File: config.mk
export PLATFORM = sky130hd
export DESIGN_NAME = uisc_top
export DESIGN_NICKNAME = d
export VERILOG_FILES = /design/src/uisc_pkg.sv /design/src/uisc_top.sv
export SDC_FILE = /design/constraint.sdc
export NUM_CORES = 1
export LEC_CHECK = 0
export ABC_AREA = 1
export ABC_CLOCK_PERIOD_IN_PS = 1900
export BUFFER_PORTS_ARGS = -buffer_cell sky130_fd_sc_hd__buf_2
export CAP_MARGIN = 20
export CELL_PAD_IN_SITES_DETAIL_PLACEMENT = 0
export CELL_PAD_IN_SITES_GLOBAL_PLACEMENT = 1
export CORE_UTILIZATION = 30
export CTS_CLUSTER_SIZE = 10
export DETAILED_ROUTE_END_ITERATION = 12
export GPL_TIMING_DRIVEN = 0
export PLACE_DENSITY = 0.77
export SETUP_SLACK_MARGIN = 0.02
export SKIP_CTS_REPAIR_TIMING = 1
export SYNTH_ARGS = -nofsm -noshare
export SYNTH_HDL_FRONTEND = slang
export SYNTH_SLANG_ARGS = --single-unit
File: constraint.sdc
create_clock -name clk_i -period 1.9 [get_ports clk_i]
set_clock_uncertainty 0.2 [all_clocks]
set_input_delay 0.095 -clock clk_i [delete_from_list [all_inputs] [get_ports clk_i]]
set_output_delay 0.095 -clock clk_i [all_outputs]
set_load 0.01 [all_outputs]
File: src/uisc_pkg.sv
// Package with register map, field positions and carrier types
package uisc_pkg;

  localparam logic [7:0] UISC_ADDR_INTERRUPT_STATUS_CLEAR    = 8'h0F;
  localparam logic [7:0] UISC_ADDR_SFR     = 8'h07;
  localparam logic [7:0] UISC_ADDR_LCR     = 8'h03;
  localparam logic [7:0] UISC_LCR_ENABLE   = 8'hBF;
  localparam int         UISC_SFR_SPEN_BIT = 2;
  localparam logic [7:0] UISC_INTERRUPT_STATUS_CLEAR_RESET   = 8'h00;
  localparam logic [7:0] UISC_SFR_RESET    = 8'h00;
  localparam logic [7:0] UISC_LCR_RESET    = 8'h00;

  localparam int UISC_BIT_CLEAR = 0;
  localparam int UISC_BIT_LERR  = 1;
  localparam int UISC_BIT_RXH   = 2;
  localparam int UISC_BIT_RTO   = 3;
  localparam int UISC_BIT_TXH   = 4;
  localparam int UISC_BIT_MODEM = 5;
  localparam int UISC_BIT_XOFF  = 6;
  localparam int UISC_BIT_FLOW  = 7;

  // Interrupt sources, one bit per flag 7..1
  typedef struct packed {
    logic flow_change;
    logic xoff_special;
    logic modem;
    logic transmit_holding;
    logic rx_timeout;
    logic receive_holding;
    logic line_error;
  } uisc_src_type;

  // Register access request
  typedef struct packed {
    logic       wr;
    logic       rd;
    logic [7:0] addr;
    logic [7:0] wdata;
  } uisc_req_type;

endpackage

File: src/uisc_top.sv
// Interrupt status and clear register of the UART bridge
//
// Summary of operation
// - Status register reachable only with control reg at BF and SPECIAL_FUNCTION_REG bit2 set.
// - Reset clears the status register to zero.
// - Bit 7 reads one while CTS/RTS change interrupt is active.
// - Bit 6 reads one while Xoff or special character interrupt is active.
// - Bit 5 reads one while modem status interrupt is active.
// - Bit 4 reads one while transmit holding interrupt is active.
// - Bit 3 reads one while receiver timeout interrupt is active.
// - Bit 2 reads one while receive holding interrupt is active.
// - Bit 1 reads one while receive line error interrupt is active.
// - Writing one to bit 0 clears all status flags, except those whose source is active in the same cycle.
// - Clear command bit self-clears and always reads zero.
// - SPECIAL_FUNCTION_REG bit 2 enables access to the special register group.
`timescale 1ns/100ps
module uisc_top
  import uisc_pkg::*;
(
  input  wire logic         clk_i,
  input  wire logic         rst_b_i,
  input  wire uisc_req_type req_i,
  input  wire uisc_src_type src_i,
  input  wire uisc_src_type serviced_i,
  output logic [7:0]        rdata_o,
  output logic              rvalid_o,
  output logic              clear_pulse_o,
  output logic [7:0]        status_o
);

  // ----------------------------------------------------------------
  // Gate registers
  // ----------------------------------------------------------------
  logic [7:0] lcr_ff;
  logic [7:0] sfr_ff;
  logic [7:0] flags_ff;
  logic [7:0] nxt_flags;
  logic       spec_en;
  logic       interrupt_status_clear_hit;
  logic       clr_cmd;

  assign spec_en  = (lcr_ff == UISC_LCR_ENABLE)
                    && sfr_ff[UISC_SFR_SPEN_BIT];
  assign interrupt_status_clear_hit = spec_en && (req_i.addr == UISC_ADDR_INTERRUPT_STATUS_CLEAR);
  assign clr_cmd  = interrupt_status_clear_hit && req_i.wr
                    && req_i.wdata[UISC_BIT_CLEAR];

  always_ff @(posedge clk_i) begin
    if (!rst_b_i) begin
      lcr_ff <= UISC_LCR_RESET;
    end else if (req_i.wr && req_i.addr == UISC_ADDR_LCR) begin
      lcr_ff <= req_i.wdata;
    end
  end

  always_ff @(posedge clk_i) begin
    if (!rst_b_i) begin
      sfr_ff <= UISC_SFR_RESET;
    end else if (req_i.wr && req_i.addr == UISC_ADDR_SFR
                 && lcr_ff == UISC_LCR_ENABLE) begin
      sfr_ff <= req_i.wdata;
    end
  end

  // ----------------------------------------------------------------
  // Status flags
  // ----------------------------------------------------------------
  always_comb begin
    nxt_flags = flags_ff;
    if (clr_cmd) begin
      nxt_flags = 8'h00;
    end else if (interrupt_status_clear_hit && req_i.wr) begin
      nxt_flags = req_i.wdata;
    end
    nxt_flags[7:1] = nxt_flags[7:1] & ~serviced_i;
    nxt_flags[7:1] = nxt_flags[7:1] | src_i;
    nxt_flags[UISC_BIT_CLEAR] = 1'b0;
  end

  always_ff @(posedge clk_i) begin
    if (!rst_b_i) begin
      flags_ff <= UISC_INTERRUPT_STATUS_CLEAR_RESET;
    end else begin
      flags_ff <= nxt_flags;
    end
  end

  // ----------------------------------------------------------------
  // Read port
  // ----------------------------------------------------------------
  always_ff @(posedge clk_i) begin
    if (!rst_b_i) begin
      rdata_o  <= 8'h00;
      rvalid_o <= 1'b0;
    end else begin
      rvalid_o <= req_i.rd;
      if (req_i.rd && interrupt_status_clear_hit) begin
        rdata_o <= flags_ff;
      end else if (req_i.rd && req_i.addr == UISC_ADDR_SFR
                   && lcr_ff == UISC_LCR_ENABLE) begin
        rdata_o <= sfr_ff;
      end else if (req_i.rd && req_i.addr == UISC_ADDR_LCR) begin
        rdata_o <= lcr_ff;
      end else if (req_i.rd) begin
        rdata_o <= 8'h00;
      end
    end
  end

  always_ff @(posedge clk_i) begin
    if (!rst_b_i) begin
      clear_pulse_o <= 1'b0;
    end else begin
      clear_pulse_o <= clr_cmd;
    end
  end

  assign status_o = flags_ff;

  // ----------------------------------------------------------------
  // Checks
  // ----------------------------------------------------------------
  property p_reset_zero;
    @(posedge clk_i) !rst_b_i |=> flags_ff == 8'h00;
  endproperty
  a_reset_zero: assert property (p_reset_zero)
    else $error("status not zero after reset");

  property p_bit0_zero;
    @(posedge clk_i) disable iff (!rst_b_i) flags_ff[0] == 1'b0;
  endproperty
  a_bit0_zero: assert property (p_bit0_zero)
    else $error("clear bit read as set");

  property p_clear_all;
    @(posedge clk_i) disable iff (!rst_b_i)
      clr_cmd && src_i == '0 |=> flags_ff == 8'h00;
  endproperty
  a_clear_all: assert property (p_clear_all)
    else $error("clear command left flags set");

  property p_gate;
    @(posedge clk_i) disable iff (!rst_b_i)
      req_i.wr && req_i.addr == UISC_ADDR_INTERRUPT_STATUS_CLEAR && !spec_en
      && src_i == '0 && serviced_i == '0 |=> $stable(flags_ff);
  endproperty
  a_gate: assert property (p_gate)
    else $error("status written while access closed");

  property p_flow;
    @(posedge clk_i) disable iff (!rst_b_i)
      src_i.flow_change |=> flags_ff[UISC_BIT_FLOW];
  endproperty
  a_flow: assert property (p_flow)
    else $error("flow change flag not set");

  property p_xoff;
    @(posedge clk_i) disable iff (!rst_b_i)
      src_i.xoff_special |=> flags_ff[UISC_BIT_XOFF];
  endproperty
  a_xoff: assert property (p_xoff)
    else $error("xoff flag not set");

  property p_lerr;
    @(posedge clk_i) disable iff (!rst_b_i)
      src_i.line_error |=> flags_ff[UISC_BIT_LERR];
  endproperty
  a_lerr: assert property (p_lerr)
    else $error("line error flag not set");

  property p_hold;
    @(posedge clk_i) disable iff (!rst_b_i)
      flags_ff[UISC_BIT_RTO] && !serviced_i.rx_timeout
      && !(interrupt_status_clear_hit && req_i.wr) |=> flags_ff[UISC_BIT_RTO];
  endproperty
  a_hold: assert property (p_hold)
    else $error("timeout flag dropped without cause");

  property p_read;
    @(posedge clk_i) disable iff (!rst_b_i)
      req_i.rd && interrupt_status_clear_hit |=> rvalid_o && rdata_o == $past(flags_ff);
  endproperty
  a_read: assert property (p_read)
    else $error("status read returned wrong value");

endmodule

### Word level (Yosys, flattened, before mapping)

Cells that the tools add are included.

| operators by class | value |
|---|---|
| bitwise logic cells | 3 |
| eq/ne operators | 4 |
| reduce and logical (&&, ||, !) cells | 12 |
| mux-type cells | 6 |

Operator list:

| operator | count |
|---|---|
| 2-to-1 mux 8 bit | 6 |
| logical AND 1 bit | 11 |
| equality test 8 x 2 -> 1 bit, second input constant | 1 |
| equality test 8 x 3 -> 1 bit, second input constant | 1 |
| equality test 8 x 4 -> 1 bit, second input constant | 1 |
| equality test 8 bit, second input constant | 1 |
| bitwise AND 7 bit | 1 |
| NOT 7 bit | 1 |
| bitwise OR 7 bit | 1 |
| nonzero test 4 bit | 1 |

| storage, ports and cells | value |
|---|---|
| output and inout bits | 18 |
| logic and storage cells | 32 |
| register bits | 34 |
| input port bits | 34 |

### Logic depth before layout (Yosys ltp)

| logic depth | value |
|---|---|
| depth after elaboration | 8 |
| gate-level depth with buffers | 10 |
| mapped depth without buffers | 10 |

### Worst setup path after synthesis

OpenSTA, ideal clock, no wires.

| path | value |
|---|---|
| path kind | reg-to-reg |
| start point | register lcr_ff[3] |
| end point | register sfr_ff[0] |
| clock period less this slack | 1.518 ns |
| arrival | 1.191 ns |
| required time | 1.572 ns |
| setup time | 0.128 ns |
| slack | 0.382 ns |
| buffers on the path | 1 |
| stages on the path, launching flop included | 9 |
| cells stage by stage | dfxtp_1 > inv_2 > nor2_2 > nand2_2 > nor2_8 > nand3_2 > buf_2 > a21oi_1 > nor2_1 |

| on the way | value |
|---|---|
| cells in the longest elaborated chain, start to end | 2 |

RTL lines:

| item | RTL line | RTL |
|---|---|---|
| start: declaration | uisc_top.sv:34 | `logic [7:0] lcr_ff;` |
| start signal: assignment | uisc_top.sv:52 | `lcr_ff <= req_i.wdata;` |
| equality test 8 bit | uisc_top.sv:60 | `&& lcr_ff == UISC_LCR_ENABLE) begin` |
| logical AND 1 bit | uisc_top.sv:60 |  |
| end signal: assignment | uisc_top.sv:61 | `sfr_ff <= req_i.wdata;` |
| end: declaration | uisc_top.sv:35 | `logic [7:0] sfr_ff;` |

No other way between the ends.
A chain may end at the register's enable or synchronous reset.

### Worst setup path in the final report

| path | value |
|---|---|
| start point | register lcr_ff[1] |
| end point | register flags_ff[3] (netlist: status_o[3]) |

| on the way | value |
|---|---|
| cells in the longest elaborated chain, start to end | 8 |
| elaborated cells between the ends (all ways) | 9 |
| those cells by class | eq/ne (1); mux (2); bitwise (2); reduce/logical (4) |

RTL lines:

| item | RTL line | RTL |
|---|---|---|
| equality test 8 bit (*) | uisc_top.sv:42 | `assign spec_en = (lcr_ff == UISC_LCR_ENABLE)` |
| logical AND 1 bit (*) | uisc_top.sv:43 | `&& sfr_ff[UISC_SFR_SPEN_BIT];` |
| logical AND 1 bit (*) | uisc_top.sv:44 | `assign interrupt_status_clear_hit = spec_en && (req_i.addr == UISC_ADDR_INTERRUPT_STATUS_CLEAR);` |
| logical AND 1 bit (*) | uisc_top.sv:45, uisc_top.sv:72 |  |
| 2-to-1 mux 8 bit / logical AND 1 bit (equally long branches) | uisc_top.sv:72, uisc_top.sv:46 |  |
| 2-to-1 mux 8 bit (*) | uisc_top.sv:70 | `if (clr_cmd) begin` |
| bitwise AND 7 bit (*) | uisc_top.sv:75 | `nxt_flags[7:1] = nxt_flags[7:1] & ~serviced_i;` |
| bitwise OR 7 bit (*) | uisc_top.sv:76 | `nxt_flags[7:1] = nxt_flags[7:1] \| src_i;` |
| end signal: assignment | uisc_top.sv:84 | `flags_ff <= nxt_flags;` |
| end: declaration | uisc_top.sv:36 | `logic [7:0] flags_ff;` |

Every way passes the cells marked *; elsewhere a longest branch is shown, timed or not.

==> metrics <==
CTS buffer count 5; Die Ht ~79 um; Reg-to-Reg Start lcr_ff[1]; Clock Pin Slew Worst Setup and Hold Paths 70 ps; Nets 368; largest net degree at the start of global routing 12; outcome finished, violations left; vias in the first global route 1620; cell mode on critical path nor2_1; Tmin final 1726 ps; Hold WS -53.31 ps; HP Class primary input to flip-flop; Core Util, Final 0.4282; combinational power share 0.136; CP Cell Sequence nand2_1 -> inv_2 -> nand2_2 -> nor2_8 -> buf_6 -> nand4_1 -> nand2_1 -> nor2_1 -> nor2_1 -> nor2_1; final hold vios 4; Cell Count, Final, Fillers Out between 400 and 500; CTS tree built; switching power 0.3884 mW; initial core utilization 0.3184; CP Max Fanout 10; all-layer global routing usage 0.1678; CP endpoint status_o[3]; first-pass GRT wire length ~8 mm; buffer depth of the longest clock path 2; die area 6264 um2; Final Slew Violations 0; mapped cell area 1785 um2; layout cells sized above 1 0.2567; Ant. Diodes 0; Setup-failing EPs final 0; number of max-cap violations 0; I/O Buffers 49; Via density roughly 4.6; Sw Ratio 0.2693; FF-to-FF setup slack 170 ps; Post-route DRC 0; Wirelength per Cell 12.07 um; antenna violations before repair 0; Setup TNS 0 ps; Synth warnings 0; via count 1866; launch point of the worst path lcr_ff[1]; delay-heaviest family, CP simple AND/OR/NAND/NOR gates; multi-input logic area around 880 um2; Clock Power Share 0.366; CP peak stage delay 400 ps; Skew-Pair Late Insertion Delay a little under 300 ps; Synthesized Nets 293; Slew @ Worst Pin 546.4 ps; stages on the worst setup path 10; Area growth syn-to-layout 34.48%; Antenna Violating Nets Remaining 0; Area contributors post-synth dfxtp_1, nor2_1, inv_1, nand2_1, nand3_1; GRT overflow 0; critical path arrival 1690 ps; RePlAce Congestion 0.8258; P_leak 1.230 nW; CP startpoint kind flip-flop; reg2reg path depth 10; die width 79.15 um; Syn Inst Count 259; Peak supply drop 0.3226 mV; mean area per synthesized cell 6.894 um2; ys async rst share 0; WP data required 1870 ps; count of flip-flops with a built-in enable after synthesis 0; Fillers 630; Final Cycle Share 0.9084; clk sink count 33; HPWL Detailed 3.679 mm; terminus of the critical flop-to-flop path status_o[3]; Core ar. 5608 um2; fmax between 0.5 and 0.6 GHz; register area share after synthesis 0.3700; PD cells 600.8 nW/um2; Register Area 661.9 um2; Iter 0 DRT Violations 68; Slowest-stage cell, CP dfxtp_1; Netlist cell types 26; dpl cells 380; P_int 1.054 mW; Relative slew margins 0.6358; RSZ-0062 raised after global routing yes; wirelength, routed roughly 4.9 mm; top_reg_cell synth dfxtp_1; area leader, netlist dfxtp_1; clk root buf clkbuf_8; top cell type's share of synthesized area 0.3700; CTS H-tree depth 2; Initial DRT Pass Iterations 4; Crit. End Element flip-flop; Buf/Inv on CP 2; CP Class flip-flop to flip-flop; failing checks negative hold slack; FF+latch count, synth 33; Seq pwr share 0.498; Rows 27; # IOs 52
## power by group through the flow
stage	clock, mW	combinational, mW	sequential (mW)
finish	0.528	0.196	0.718
global route	0.577	0.220	0.720
CTS	0.543	0.168	0.718
detailed placement	0	0.167	0.734
global placement	0	0.166	0.734
floorplan	0	0.0821	0.743
## worst register-to-register path: cells and delay by family, from the launching register on
| family | cells | cell delay, ps |
|---|---|---|
| buf+inv | 2 | 220 |
| flops | 1 | 400 |
| simple gates | 8 | 800 |
## registers in the layout, indices dropped and copies added, names as in the netlist
name / cells
rvalid_o: 1
rdata_o: 8
lcr_ff: 8
sfr_ff: 8
clear_pulse_o: 1
status_o: 7
## final cells by class
type | count | share of cell area
sequential | 33 | 0.2757
inverter | 44 | 0.06879
buffer | 12 | 0.03231
multi-input combinational | 170 | 0.3684
clock buffer | 5 | 0.02866
clock inverter | 3 | 0.007295
timing repair buffer | 68 | 0.1813
tap | 72 | 0.03752
## per-stage QoR
| stage | instance area [um2] | worst slack [ps] | power, mW | hold WS (ps) |
|---|---|---|---|---|
| 2_1_floorplan | 1785 | 381.7 | 0.8247 | 15.67 |
| 3_3_place_gp | 2121 | 172.6 | 0.8999 | 104.6 |
| 3_5_place_dp | 2121 | 180.7 | 0.9015 | 109.5 |
| 4_1_cts | 2207 | 168.1 | 1.430 | -200.2 |
| 5_1_grt | 2401 | 11.92 | 1.518 | 0.07605 |
| 6_report | 2401 | 174.1 | 1.443 | -53.31 |
## metal layers
layer | routed length [um] | GRT usage | up-vias
met4 | 93 | 0.08727 | 0
met1 | 2336 | 0.2237 | 818
met5 | 0 | 0 | -
met3 | 260 | 0.03563 | 5
li1 | - | - | 987
met2 | 2224 | 0.2517 | 56
## worst min path at each step
stage	to	from	slack, ps	cells past startpoint
3_3_place_gp	status_o[5]	src_i[4]	100	3
5_1_grt	status_o[7]	serviced_i[6]	0.08	6
4_1_cts	status_o[4]	src_i[3]	-200	3
2_1_floorplan	status_o[1]	src_i[0]	20	2
6_report	status_o[1]	serviced_i[0]	-50	6
3_5_place_dp	status_o[1]	src_i[0]	110	3
## layout by cell type (no fill, tap or decap), types with 4 or more instances in the layout
master | netlist | final
o21ai_0 | 11 | 11
inv_2 | 4 | 4
nand2_1 | 38 | 38
nand3_1 | 16 | 16
nor2_1 | 44 | 44
inv_1 | 40 | 40
nand4_1 | 12 | 12
buf_2 | 3 | 51
dlygate4sd3_1 | 0 | 19
a211oi_1 | 6 | 6
o21ai_1 | 10 | 10
dfxtp_1 | 33 | 32
clkbuf_1 | 4 | 4
clkbuf_8 | 0 | 5
a21oi_1 | 15 | 15
## cell usage after synthesis (4+ instances only)
| cell | number |
|---|---|
| a211oi_1 | 6 |
| o21ai_1 | 10 |
| nor2_1 | 44 |
| nand4_1 | 12 |
| clkbuf_1 | 4 |
| nand3_1 | 16 |
| nand2_1 | 38 |
| inv_1 | 40 |
| dfxtp_1 | 33 |
| o21ai_0 | 11 |
| inv_2 | 4 |
| a21oi_1 | 15 |
## kinds of logic after synthesis
logic type / share of synthesized area
and+or+nand+nor: 0.3532
buffers and inverters: 0.1345
DFF: 0.3700
AOI/OAI and AO/OA: 0.1401
other: 0.002100
No activity file was read; power rests on OpenSTA's default activity.
